File: config.mk
export PLATFORM = sky130hd
export DESIGN_NAME = sleep_power_manager
export DESIGN_NICKNAME = d
export VERILOG_FILES = /design/src/include/sleep_pkg.sv /design/src/hdl/mode_decode.sv /design/src/hdl/gate_bank.sv /design/src/hdl/sleep_power_manager.sv
export VERILOG_INCLUDE_DIRS = /design/src /design/src/include
export SDC_FILE = /design/constraint.sdc
export NUM_CORES = 1
export LEC_CHECK = 0
export BUFFER_PORTS_ARGS = -buffer_cell sky130_fd_sc_hd__clkbuf_2
export CAP_MARGIN = 10
export CORE_UTILIZATION = 40
export CTS_CLUSTER_SIZE = 14
export DETAILED_ROUTE_END_ITERATION = 8
export PLACE_DENSITY = 0.67
export SLEW_MARGIN = 20
export SYNTH_ARGS = -nofsm -noshare
export SYNTH_HDL_FRONTEND = slang
export SYNTH_HIERARCHICAL = 1
export SYNTH_SLANG_ARGS = --single-unit
File: constraint.sdc
create_clock -name clock -period 8 [get_ports clock]
set_input_delay 1.6 -clock clock [delete_from_list [all_inputs] [get_ports clock]]
set_output_delay 1.6 -clock clock [all_outputs]
set_load 0.02 [all_outputs]
File: src/include/sleep_params.svh
`ifndef SLEEP_PARAMS_SVH
`define SLEEP_PARAMS_SVH
`define SPM_OFF_SLEEP_CTRL   8'h00
`define SPM_OFF_CORE_CTRL    8'h04
`define SPM_OFF_CLK_GATE     8'h08
`define SPM_OFF_AIN_DIS0     8'h0c
`define SPM_OFF_AIN_DIS1     8'h10
`define SPM_OFF_ANALOG_CTRL  8'h14
`define SPM_OFF_STATUS       8'h18
`define SPM_SE_BIT           0
`define SPM_SM_LSB           1
`define SPM_SM_MSB           3
`define SPM_DBG_DIS_BIT      7
`define SPM_AN_ADC_EN_BIT    0
`define SPM_AN_CMP_EN_BIT    1
`define SPM_AN_CMP_REF_BIT   2
`define SPM_AN_WDT_EN_BIT    3
`define SPM_RST_BYTE         8'h00
`define SPM_XSTBY_WAKE_CYC   4'd6
`define SPM_INT_HOLD_CYC     4'd4
`define SPM_SLVERR           2'b10
`define SPM_OKAY             2'b00
`endif

File: src/include/sleep_pkg.sv
package sleep_pkg;
    typedef enum logic [2:0] {
        MODE_IDLE, MODE_NOISE, MODE_PDOWN, MODE_PSAVE,
        MODE_RSVD, MODE_STBY, MODE_XSTBY
    } sleep_mode_e;
    typedef enum logic [2:0] {
        ST_RUN, ST_SLEEP, ST_WAKE, ST_HOLD
    } sleep_state_e;
endpackage : sleep_pkg

File: src/hdl/mode_decode.sv
`timescale 1ns/1ps
module mode_decode (
    input  wire logic [2:0]         sel,
    input  wire logic               xtal_clk,
    output sleep_pkg::sleep_mode_e  mode
);
    always_comb begin
        case (sel)
            3'h0:    mode = sleep_pkg::MODE_IDLE;
            3'h1:    mode = sleep_pkg::MODE_NOISE;
            3'h2:    mode = sleep_pkg::MODE_PDOWN;
            3'h3:    mode = sleep_pkg::MODE_PSAVE;
            // standby codes need a crystal clock, else power-down (code 6) or power-save (code 7)
            3'h6:    mode = xtal_clk ? sleep_pkg::MODE_STBY
                                     : sleep_pkg::MODE_PDOWN;
            3'h7:    mode = xtal_clk ? sleep_pkg::MODE_XSTBY
                                     : sleep_pkg::MODE_PSAVE;
            default: mode = sleep_pkg::MODE_RSVD;
        endcase
    end
endmodule : mode_decode

File: src/hdl/gate_bank.sv
`timescale 1ns/1ps
module gate_bank #(
    parameter int N = 8
) (
    input  wire logic [N-1:0] gate_bits,
    input  wire logic         periph_run,
    output logic      [N-1:0] clk_en,
    output logic      [N-1:0] io_block
);
    genvar i;
    generate
        for (i = 0; i < N; i++) begin : g_ch
            assign clk_en[i]   = periph_run & ~gate_bits[i];
            assign io_block[i] = gate_bits[i];
        end
    endgenerate
endmodule : gate_bank

File: src/hdl/sleep_power_manager.sv
`timescale 1ns/1ps
`include "sleep_params.svh"
module sleep_power_manager #(
    parameter int NPER = 8,
    parameter int NPIN = 8
) (
    input  wire logic            clock,
    input  wire logic            rst,
    input  wire logic            clk_en,
    input  wire logic [31:0]     s_axi_awaddr,
    input  wire logic            s_axi_awvalid,
    output logic                 s_axi_awready,
    input  wire logic [31:0]     s_axi_wdata,
    input  wire logic [3:0]      s_axi_wstrb,
    input  wire logic            s_axi_wvalid,
    output logic                 s_axi_wready,
    output logic [1:0]           s_axi_bresp,
    output logic                 s_axi_bvalid,
    input  wire logic            s_axi_bready,
    input  wire logic [31:0]     s_axi_araddr,
    input  wire logic            s_axi_arvalid,
    output logic                 s_axi_arready,
    output logic [31:0]          s_axi_rdata,
    output logic [1:0]           s_axi_rresp,
    output logic                 s_axi_rvalid,
    input  wire logic            s_axi_rready,
    input  wire logic            sleep_instr,
    input  wire logic            wake_event,
    input  wire logic            startup_done,
    input  wire logic            xtal_clk,
    input  wire logic            onchip_debug_fuse,
    input  wire logic            test_port_fuse,
    input  wire logic [2:0]      brownout_level_fuse,
    input  wire logic            timer2_async,
    input  wire logic [NPIN-1:0] wake_pin_mask,
    output logic                 core_halt,
    output logic                 cpu_clk_on,
    output logic                 io_clk_on,
    output logic                 adc_clk_on,
    output logic                 async_clk_on,
    output logic                 main_osc_on,
    output logic                 timer2_run,
    output logic [NPER-1:0]      periph_clk_en,
    output logic [NPER-1:0]      periph_io_block,
    output logic                 adc_enable,
    output logic                 adc_extended,
    output logic                 cmp_enable,
    output logic                 vref_enable,
    output logic                 bod_enable,
    output logic                 wdt_enable,
    output logic                 debug_enable,
    output logic [NPIN-1:0]      in_buf_en_0,
    output logic [NPIN-1:0]      in_buf_en_1
);
    logic [7:0]      sleep_control_reg_r;
    logic [7:0]      core_control_reg_r;
    logic [NPER-1:0] clock_gating_reg_r;
    logic [NPIN-1:0] analog_pin_input_disable_0_r;
    logic [NPIN-1:0] analog_pin_input_disable_1_r;
    logic [7:0]      analog_ctrl_r;
    logic            adc_was_off_r;
    logic [3:0]      cnt_r;
    logic [2:0]      mode_lat_r;
    sleep_pkg::sleep_state_e st_r;
    sleep_pkg::sleep_mode_e  mode_now;
    sleep_pkg::sleep_mode_e  mode_act;
    logic            asleep;
    logic            periph_run;
    logic [NPER-1:0] gate_en;
    logic [NPER-1:0] gate_blk;
    logic            aw_hold_r;
    logic            w_hold_r;
    logic [7:0]      aw_addr_r;
    logic [31:0]     w_data_r;
    logic [3:0]      w_strb_r;
    logic            do_write;
    logic            aw_ok;
    logic [31:0]     rd_val;
    logic            rd_ok;
    logic            clks_off;

    mode_decode u_dec (
        .sel      (sleep_control_reg_r[`SPM_SM_MSB:`SPM_SM_LSB]),
        .xtal_clk (xtal_clk),
        .mode     (mode_now)
    );

    assign mode_act = sleep_pkg::sleep_mode_e'(mode_lat_r);
    assign asleep   = (st_r == sleep_pkg::ST_SLEEP);
    // gating effective in active and idle
    assign periph_run = !asleep || mode_act == sleep_pkg::MODE_IDLE;

    gate_bank #(.N(NPER)) u_gate (
        .gate_bits  (clock_gating_reg_r),
        .periph_run (periph_run),
        .clk_en     (gate_en),
        .io_block   (gate_blk)
    );

    // sleep sequencer
    always_ff @(posedge clock or posedge rst) begin
        if (rst) begin
            st_r       <= sleep_pkg::ST_RUN;
            cnt_r      <= 4'h0;
            mode_lat_r <= 3'h0;
        end else if (clk_en) begin
            case (st_r)
                sleep_pkg::ST_RUN: begin
                    if (sleep_instr && sleep_control_reg_r[`SPM_SE_BIT] &&
                        mode_now != sleep_pkg::MODE_RSVD) begin
                        st_r       <= sleep_pkg::ST_SLEEP;
                        mode_lat_r <= mode_now;
                    end
                end
                sleep_pkg::ST_SLEEP: begin
                    if (wake_event) begin
                        st_r <= sleep_pkg::ST_WAKE;
                        if (mode_act == sleep_pkg::MODE_XSTBY ||
                            mode_act == sleep_pkg::MODE_STBY)
                            cnt_r <= `SPM_XSTBY_WAKE_CYC - 4'd1;
                        else
                            cnt_r <= 4'h0;
                    end
                end
                sleep_pkg::ST_WAKE: begin
                    if (cnt_r != 4'h0)
                        cnt_r <= cnt_r - 4'd1;
                    else if (startup_done || mode_act ==
                             sleep_pkg::MODE_XSTBY || mode_act ==
                             sleep_pkg::MODE_STBY) begin
                        st_r  <= sleep_pkg::ST_HOLD;
                        cnt_r <= `SPM_INT_HOLD_CYC - 4'd1;
                    end
                end
                sleep_pkg::ST_HOLD: begin
                    if (cnt_r != 4'h0)
                        cnt_r <= cnt_r - 4'd1;
                    else
                        st_r <= sleep_pkg::ST_RUN;
                end
                default: st_r <= sleep_pkg::ST_RUN;
            endcase
        end
    end

    // io and converter clocks both stopped
    assign clks_off = asleep && mode_act != sleep_pkg::MODE_IDLE &&
                      mode_act != sleep_pkg::MODE_NOISE;

    // clock outputs, registered
    always_ff @(posedge clock or posedge rst) begin
        if (rst) begin
            core_halt    <= 1'b0;
            cpu_clk_on   <= 1'b1;
            io_clk_on    <= 1'b1;
            adc_clk_on   <= 1'b1;
            async_clk_on <= 1'b1;
            main_osc_on  <= 1'b1;
            timer2_run   <= 1'b1;
        end else if (clk_en) begin
            core_halt  <= st_r != sleep_pkg::ST_RUN;
            cpu_clk_on <= !asleep;
            io_clk_on  <= !asleep || mode_act == sleep_pkg::MODE_IDLE;
            adc_clk_on <= !asleep || mode_act == sleep_pkg::MODE_IDLE ||
                          mode_act == sleep_pkg::MODE_NOISE;
            async_clk_on <= !asleep || mode_act != sleep_pkg::MODE_PDOWN;
            main_osc_on <= !asleep || onchip_debug_fuse ||
                           mode_act == sleep_pkg::MODE_IDLE ||
                           mode_act == sleep_pkg::MODE_NOISE ||
                           mode_act == sleep_pkg::MODE_STBY ||
                           mode_act == sleep_pkg::MODE_XSTBY;
            timer2_run <= !asleep || mode_act == sleep_pkg::MODE_IDLE ||
                          mode_act == sleep_pkg::MODE_NOISE ||
                          ((mode_act == sleep_pkg::MODE_PSAVE ||
                            mode_act == sleep_pkg::MODE_XSTBY) &&
                           timer2_async);
        end
    end

    // peripheral gates and analog enables, registered
    always_ff @(posedge clock or posedge rst) begin
        if (rst) begin
            periph_clk_en   <= '0;
            periph_io_block <= '0;
            adc_enable      <= 1'b0;
            cmp_enable      <= 1'b0;
            vref_enable     <= 1'b0;
            bod_enable      <= 1'b0;
            wdt_enable      <= 1'b0;
            debug_enable    <= 1'b0;
            in_buf_en_0     <= '1;
            in_buf_en_1     <= '1;
        end else if (clk_en) begin
            periph_clk_en   <= gate_en;
            periph_io_block <= gate_blk;
            adc_enable <= analog_ctrl_r[`SPM_AN_ADC_EN_BIT];
            cmp_enable <= analog_ctrl_r[`SPM_AN_CMP_EN_BIT] &&
                          (!asleep || !clks_off);
            vref_enable <= (brownout_level_fuse != 3'h7) ||
                           analog_ctrl_r[`SPM_AN_ADC_EN_BIT] ||
                           (analog_ctrl_r[`SPM_AN_CMP_EN_BIT] &&
                            analog_ctrl_r[`SPM_AN_CMP_REF_BIT]);
            bod_enable <= brownout_level_fuse != 3'h7;
            wdt_enable <= analog_ctrl_r[`SPM_AN_WDT_EN_BIT];
            debug_enable <= onchip_debug_fuse && test_port_fuse &&
                            !core_control_reg_r[`SPM_DBG_DIS_BIT];
            // deep sleep kills buffers except wake pins
            in_buf_en_0 <= ~analog_pin_input_disable_0_r &
                           (clks_off ? wake_pin_mask : '1);
            in_buf_en_1 <= ~analog_pin_input_disable_1_r &
                           (clks_off ? wake_pin_mask : '1);
        end
    end

    // extended conversion after off then on
    always_ff @(posedge clock or posedge rst) begin
        if (rst) begin
            adc_was_off_r <= 1'b1;
            adc_extended  <= 1'b0;
        end else if (clk_en) begin
            if (!analog_ctrl_r[`SPM_AN_ADC_EN_BIT])
                adc_was_off_r <= 1'b1;
            else
                adc_was_off_r <= 1'b0;
            if (analog_ctrl_r[`SPM_AN_ADC_EN_BIT] && adc_was_off_r)
                adc_extended <= 1'b1;
            else if (!analog_ctrl_r[`SPM_AN_ADC_EN_BIT])
                adc_extended <= 1'b0;
        end
    end

    // axi write channel
    assign do_write = aw_hold_r && w_hold_r && !s_axi_bvalid;
    assign aw_ok = aw_addr_r == `SPM_OFF_SLEEP_CTRL ||
                   aw_addr_r == `SPM_OFF_CORE_CTRL ||
                   aw_addr_r == `SPM_OFF_CLK_GATE ||
                   aw_addr_r == `SPM_OFF_AIN_DIS0 ||
                   aw_addr_r == `SPM_OFF_AIN_DIS1 ||
                   aw_addr_r == `SPM_OFF_ANALOG_CTRL;

    always_ff @(posedge clock or posedge rst) begin
        if (rst) begin
            aw_hold_r     <= 1'b0;
            w_hold_r      <= 1'b0;
            aw_addr_r     <= 8'h00;
            w_data_r      <= 32'h0;
            w_strb_r      <= 4'h0;
            s_axi_awready <= 1'b0;
            s_axi_wready  <= 1'b0;
            s_axi_bvalid  <= 1'b0;
            s_axi_bresp   <= `SPM_OKAY;
        end else if (clk_en) begin
            s_axi_awready <= !aw_hold_r && !s_axi_awready && s_axi_awvalid;
            s_axi_wready  <= !w_hold_r && !s_axi_wready && s_axi_wvalid;
            if (s_axi_awready && s_axi_awvalid) begin
                aw_hold_r <= 1'b1;
                aw_addr_r <= {s_axi_awaddr[7:2], 2'b00};
            end
            if (s_axi_wready && s_axi_wvalid) begin
                w_hold_r <= 1'b1;
                w_data_r <= s_axi_wdata;
                w_strb_r <= s_axi_wstrb;
            end
            if (do_write) begin
                aw_hold_r    <= 1'b0;
                w_hold_r     <= 1'b0;
                s_axi_bvalid <= 1'b1;
                s_axi_bresp  <= aw_ok ? `SPM_OKAY : `SPM_SLVERR;
            end else if (s_axi_bvalid && s_axi_bready)
                s_axi_bvalid <= 1'b0;
        end
    end

    // register file, byte lane 0 only
    always_ff @(posedge clock or posedge rst) begin
        if (rst) begin
            sleep_control_reg_r          <= `SPM_RST_BYTE;
            core_control_reg_r           <= `SPM_RST_BYTE;
            clock_gating_reg_r           <= '0;
            analog_pin_input_disable_0_r <= '0;
            analog_pin_input_disable_1_r <= '0;
            analog_ctrl_r                <= `SPM_RST_BYTE;
        end else if (clk_en && do_write && w_strb_r[0]) begin
            if (aw_addr_r == `SPM_OFF_SLEEP_CTRL)
                sleep_control_reg_r <= {4'h0, w_data_r[3:0]};
            else if (aw_addr_r == `SPM_OFF_CORE_CTRL)
                core_control_reg_r <= {w_data_r[7], 7'h00};
            else if (aw_addr_r == `SPM_OFF_CLK_GATE)
                clock_gating_reg_r <= w_data_r[NPER-1:0];
            else if (aw_addr_r == `SPM_OFF_AIN_DIS0)
                analog_pin_input_disable_0_r <= w_data_r[NPIN-1:0];
            else if (aw_addr_r == `SPM_OFF_AIN_DIS1)
                analog_pin_input_disable_1_r <= w_data_r[NPIN-1:0];
            else if (aw_addr_r == `SPM_OFF_ANALOG_CTRL)
                analog_ctrl_r <= {4'h0, w_data_r[3:0]};
        end
    end

    // read decode
    always_comb begin
        rd_val = 32'h0;
        rd_ok  = 1'b1;
        if (s_axi_araddr[7:2] == 6'(`SPM_OFF_SLEEP_CTRL >> 2))
            rd_val = {24'h0, sleep_control_reg_r};
        else if (s_axi_araddr[7:2] == 6'(`SPM_OFF_CORE_CTRL >> 2))
            rd_val = {24'h0, core_control_reg_r};
        else if (s_axi_araddr[7:2] == 6'(`SPM_OFF_CLK_GATE >> 2))
            rd_val[NPER-1:0] = clock_gating_reg_r;
        else if (s_axi_araddr[7:2] == 6'(`SPM_OFF_AIN_DIS0 >> 2))
            rd_val[NPIN-1:0] = analog_pin_input_disable_0_r;
        else if (s_axi_araddr[7:2] == 6'(`SPM_OFF_AIN_DIS1 >> 2))
            rd_val[NPIN-1:0] = analog_pin_input_disable_1_r;
        else if (s_axi_araddr[7:2] == 6'(`SPM_OFF_ANALOG_CTRL >> 2))
            rd_val = {24'h0, analog_ctrl_r};
        else if (s_axi_araddr[7:2] == 6'(`SPM_OFF_STATUS >> 2))
            rd_val = {24'h0, adc_extended, debug_enable, vref_enable,
                      1'b0, 1'b0, mode_lat_r & {3{asleep}}};
        else
            rd_ok = 1'b0;
        if (s_axi_araddr[31:8] != 24'h0)
            rd_ok = 1'b0;
    end

    always_ff @(posedge clock or posedge rst) begin
        if (rst) begin
            s_axi_arready <= 1'b0;
            s_axi_rvalid  <= 1'b0;
            s_axi_rdata   <= 32'h0;
            s_axi_rresp   <= `SPM_OKAY;
        end else if (clk_en) begin
            s_axi_arready <= !s_axi_arready && !s_axi_rvalid &&
                             s_axi_arvalid;
            if (s_axi_arready && s_axi_arvalid) begin
                s_axi_rvalid <= 1'b1;
                s_axi_rdata  <= rd_ok ? rd_val : 32'h0;
                s_axi_rresp  <= rd_ok ? `SPM_OKAY : `SPM_SLVERR;
            end else if (s_axi_rvalid && s_axi_rready)
                s_axi_rvalid <= 1'b0;
        end
    end
endmodule : sleep_power_manager

* Word-level counts from Yosys, hierarchy flattened *
Index checks and enable logic that the tools add are counted.

word-level totals
  bits in registers = 148
  latch bits = 0
  memory bits (writable) = 0
  memory bits (read-only) = 0
  input port bits = 126
  logic and storage cells = 237
  memories kept = 0

cells by class
  add/sub/neg operators = 1
  multipliers = 0
  div/mod/pow operators = 0
  magnitude comparators = 0
  equality and inequality tests = 35
  shift operators = 0
  muxes and demuxes = 46
  bitwise operators = 26
  reductions and logical operators = 88

operators by type and width
  operator              count
  $mux W32              3
  $mux W8               6
  $eq A6 B3 Y1 const B  5
  $logic_and A1 B1 Y1   25
  $eq A6 B2 Y1 const B  4
  $mux W24              1
  $mux W3               8
  $reduce_bool A24 Y1   1
  $logic_or A1 B1 Y1    21
  $reduce_and A2 Y1     10
  $mux W1               19
  $pmux W3 S6           1
  $and A8 B8 Y8         2
  $mux W4               4
  $not A8 Y8            2
  $eq A3 B2 Y1 const B  5
  $not A1 Y1            13
  $eq A3 B3 Y1 const B  4
  $eq A6 B1 Y1 const B  2
  $ne A2 B2 Y1 const B  6
  $pmux W3 S4           1
  $pmux W4 S3           1
  $reduce_and A6 Y1     2
  $logic_not A1 Y1      10
  other kinds (19)      40

* Depth between registers and ports, before layout *
  depth in word-level cells = 10
  mapped depth = 7
  gate-level depth less buffers = 6

* By module *
Netlist, hierarchy kept.

by module, submodules not included
  module               instances  cells an instance  area each (µm²)  seq. area each (µm²)
  sleep_power_manager  1          476                5706.7           3056.7
  gate_bank            1          16                 110.1            0.0
  mode_decode          1          7                  50.0             0.0

* Worst setup path before layout *
No wires, ideal clock.

  path type = input port to flip-flop
  start = in clk_en
  end = reg sleep_control_reg_r[0]
  setup time = 125 ps
  data arrival time = 2908 ps
  required time = 7875 ps
  slack = 4967 ps
  stages = 5
  cells stage by stage = clkbuf_2 > nand4b_2 > or3_4 > nor3b_4 > mux2_2

on the way
  cells in the longest elaborated chain, start to end = 3

ends and longest elaborated chain
  item                                line                        text
  from (decl)                         sleep_power_manager.sv:9    input wire logic clk_en,
  $logic_and A1 B1 Y1 (2 in series)   sleep_power_manager.sv:283  end else if (clk_en && do_write && w_strb_r[0]) begin
  $reduce_and A2 Y1 (no source line)  n/a
  to (signal assigned)                sleep_power_manager.sv:277  sleep_control_reg_r <= `SPM_RST_BYTE;
  to (signal assigned)                sleep_power_manager.sv:285  sleep_control_reg_r <= {4'h0, w_data_r[3:0]};
  to (decl)                           sleep_power_manager.sv:55   logic [7:0] sleep_control_reg_r;

Every way passes these cells.
A chain may end at the register's enable or synchronous reset.

* Worst setup path after layout *
  start = in clk_en
  end = reg analog_pin_input_disable_0_r[6]

on the way
  cells in the longest elaborated chain, start to end = 3

ends and longest elaborated chain
  item                                line                        text
  $logic_and A1 B1 Y1 (2 in series)   sleep_power_manager.sv:283
  $reduce_and A5 Y1 (no source line)  n/a
  to (signal assigned)                sleep_power_manager.sv:291  analog_pin_input_disable_0_r <= w_data_r[NPIN-1:0];
  to (decl)                           sleep_power_manager.sv:58   logic [NPIN-1:0] analog_pin_input_disable_0_r;

Every way passes these cells.

==> results_dict.tcl <==
set metrics [dict create \
    run_status "finished, final reports clean" \
    maxClockFrequency_mhz 261 \
    synthArstFlopShare_pct 100 \
    avgRoutedWirePerCell_um 17.3 \
    numCtsBuffers 17 \
    skew_ps 9.55 \
    routed.top_layer "met4" \
    ys_seq_area_share_pct 52.1 \
    io_buffers 131 \
    drive_gt1_share_pct 47.3 \
    wl_met1_mm 5.98 \
    clockBufferDepth 2 \
    synth_top_family_by_area "multiplexers" \
    period_needed_ps 3830 \
    setup_viol 0 \
    synth_compound_gate_area_share_pct 7.76 \
    synth-simple-area-share_pct 11.2 \
    clkSinkCount 121 \
    synthTopCellsByCount "mux2_2, dfrtp_1, nor2_1, buf_4, nand2_1" \
    grt_pass1_vias 4212 \
    yosysUniqueCellTypes 56 \
    pin_count 213 \
    setup_slack_ps 4170 \
    synth_xor_area_share_pct 0.149 \
    design_area_sq_um 7120 \
    gp_congestion 0.845 \
    track_usage_pct 19.6 \
    place_hpwl_mm 10.3 \
    ys.flop_type "dfrtp_1" \
    syn_area_per_cell_sq_um 11.8 \
    path_clk_slew_ps 50 \
    r2r_start "aw_addr_r[7]" \
    r2r-end "analog_pin_input_disable_0_r[6]" \
    overflow 0 \
    post_cts_buffers 0 \
    grt_max_degree 70 \
    power.density_nw_per_um2 288 \
    rows 43 \
    vdd_drop_max_uv 135 \
    drt-pass1-iter-count 4 \
    hold_buffers 0 \
    grt_pass1_wl_mm 21.9 \
    yosys_register_bits 121 \
    timing_worst_setup_path_type "input port to flop" \
    rsz0062_at_grt "false" \
    clk_latency_ps 420 \
    finalMaxSlewViolations 0 \
    layout-area-overhead-vs-synth_pct 21.4 \
    layout.nets 755 \
    clockRootBuffer "clkbuf_16" \
    worstPathMaxFanout 69 \
    synth_edf_count 0 \
    worst_pin_slew_ps 940 \
    hold_class "flop to flop" \
    crit_chain "clkbuf_2 > buf_4 > nand4b_2 > nor4b_2 > nor2b_1 > mux2_2" \
    drt-total-wl_mm 14.1 \
    cp.required_ps 8300 \
    place_area_sq_um 6540 \
    die_area_sq_um 15200 \
    htreeDepth 4 \
    wl_met2_mm 6.99 \
    final_min_period_over_clock_period_pct 47.9 \
    startpoint_type "input port" \
    synth_most_common_cell "mux2_2" \
    cts_tree "yes" \
    synth_fa_ha_area_share_pct 1.07 \
    path_buf_inv 2 \
    yosys.area.top_type_share_pct 41.8 \
    fp.dieH_um 123 \
    crit_arrival_ps 4130 \
    synthTopCellsByArea "dfrtp_1, mux2_2, dfstp_2" \
    dp_cells 785 \
    ys_warn_count 6 \
    startpoint "clk_en" \
    crit_path_max_incr_delay_ps 740 \
    dp_slack_ps 3740 \
    relSlewSlack_pct 36.8 \
    endpoint "analog_pin_input_disable_0_r[6]" \
    tns_ps 0 \
    vias 4260 \
    drc 0 \
    cts_resized 0 \
    end_kind "flop" \
    final_util_pct 50.5 \
    drt_iter0_drc 130 \
    synth_cells 499 \
    antenna_found_initial 0 \
    post-synth-top-area-cell "dfrtp_1" \
    antenna_left 0 \
    wl_met3_um 841 \
    syn_area_sq_um 5870 \
    power_mw 2.05 \
    p_leak_nw 3.34 \
    fin_hold_ws_ps 480 \
    cpLargestDelayFamily "simple AND/OR/NAND/NOR gates" \
    routed_via_density 5.22 \
    die_w_um 123 \
    initial_core_util_pct 41.6 \
    hold_violations 0 \
    worstSetupPathDepth 6 \
    reg2regPathDepth 4 \
    synth.mux.area_fraction_pct 20.8 \
    antenna_cells 0 \
    instances_no_fill 816 \
    maxCapViolCount 0 \
    r2r_setup_slack_ps 5640 \
    coreArea_sq_um 14100 \
    critical_path.slowest_cell "nor2b_1" \
]
[kinds of logic (layout without fill, tap and decap cells)]
logic type	Yosys count	count (layout)
simple gates	124	124
flops	121	121
mux	109	109
buf+inv	73	185
compound gates	65	65
fa+ha+maj	5	5
other cells	1	26
xor+xnor	1	1
[flip-flops by register name, indices dropped and copies added, names as in the netlist, 8 cells and up]
name	flops
in_buf_en_0	8
in_buf_en_1	8
analog_pin_input_disable_1_r	8
clock_gating_reg_r	8
periph_clk_en	8
s_axi_rdata	8
periph_io_block	8
analog_pin_input_disable_0_r	8
w_data_r	8
[placed cells by master, fill, tap and decap left out, drive strengths merged, types with 4 or more instances in the layout]
cell,instances
ha,5
nor3,6
nor3b,5
o41ai,6
nor4,6
mux2,101
clkbuf,151
nand2b,4
dfrtp,98
nand3,9
nor2,40
dfstp,23
conb,26
a221oi,4
mux2i,8
or3,4
a21oi,18
o21ai,8
nor2b,10
inv,21
clkinv,6
nand2,25
[per-layer routing]
metal,track usage [%],vias up
met5,0,-
met2,32.1,152
met3,5.21,23
li1,-,1973
met1,24.7,2112
met4,7.83,0
[where the power goes]
group	internal [mW]	leakage, nW	switching [mW]
Sequential	0.740	1.50	0.116
Clock	0.480	0.288	0.271
Combinational	0.206	1.55	0.242
[worst min path at each step]
stage | startpoint | endpoint | depth (start not counted)
final | s_axi_rdata[3] | s_axi_rdata[3] | 2
after global routing | s_axi_rdata[2] | s_axi_rdata[2] | 2
after CTS | s_axi_rdata[3] | s_axi_rdata[3] | 2
after detailed placement | s_axi_rdata[3] | s_axi_rdata[3] | 2
after global placement | s_axi_rdata[5] | s_axi_rdata[5] | 2
after floorplan | analog_ctrl_r[0] | adc_was_off_r | 1
[cell type report]
type | count | area [sq um]
inverter | 20 | 77.6
multi-input combinational | 330 | 2500
clock buffer | 20 | 467
tap | 180 | 225
fill | 1243 | 6970
timing repair buffer | 134 | 678
sequential | 121 | 3060
clock inverter | 11 | 121
[worst register-to-register path: stages, from the launching register on]
cell and delay, ps:
dfrtp_1 380, or3_4 410, nor4b_2 300, nor2b_1 740, mux2_2 420
Power figures use the tool's default switching activity.
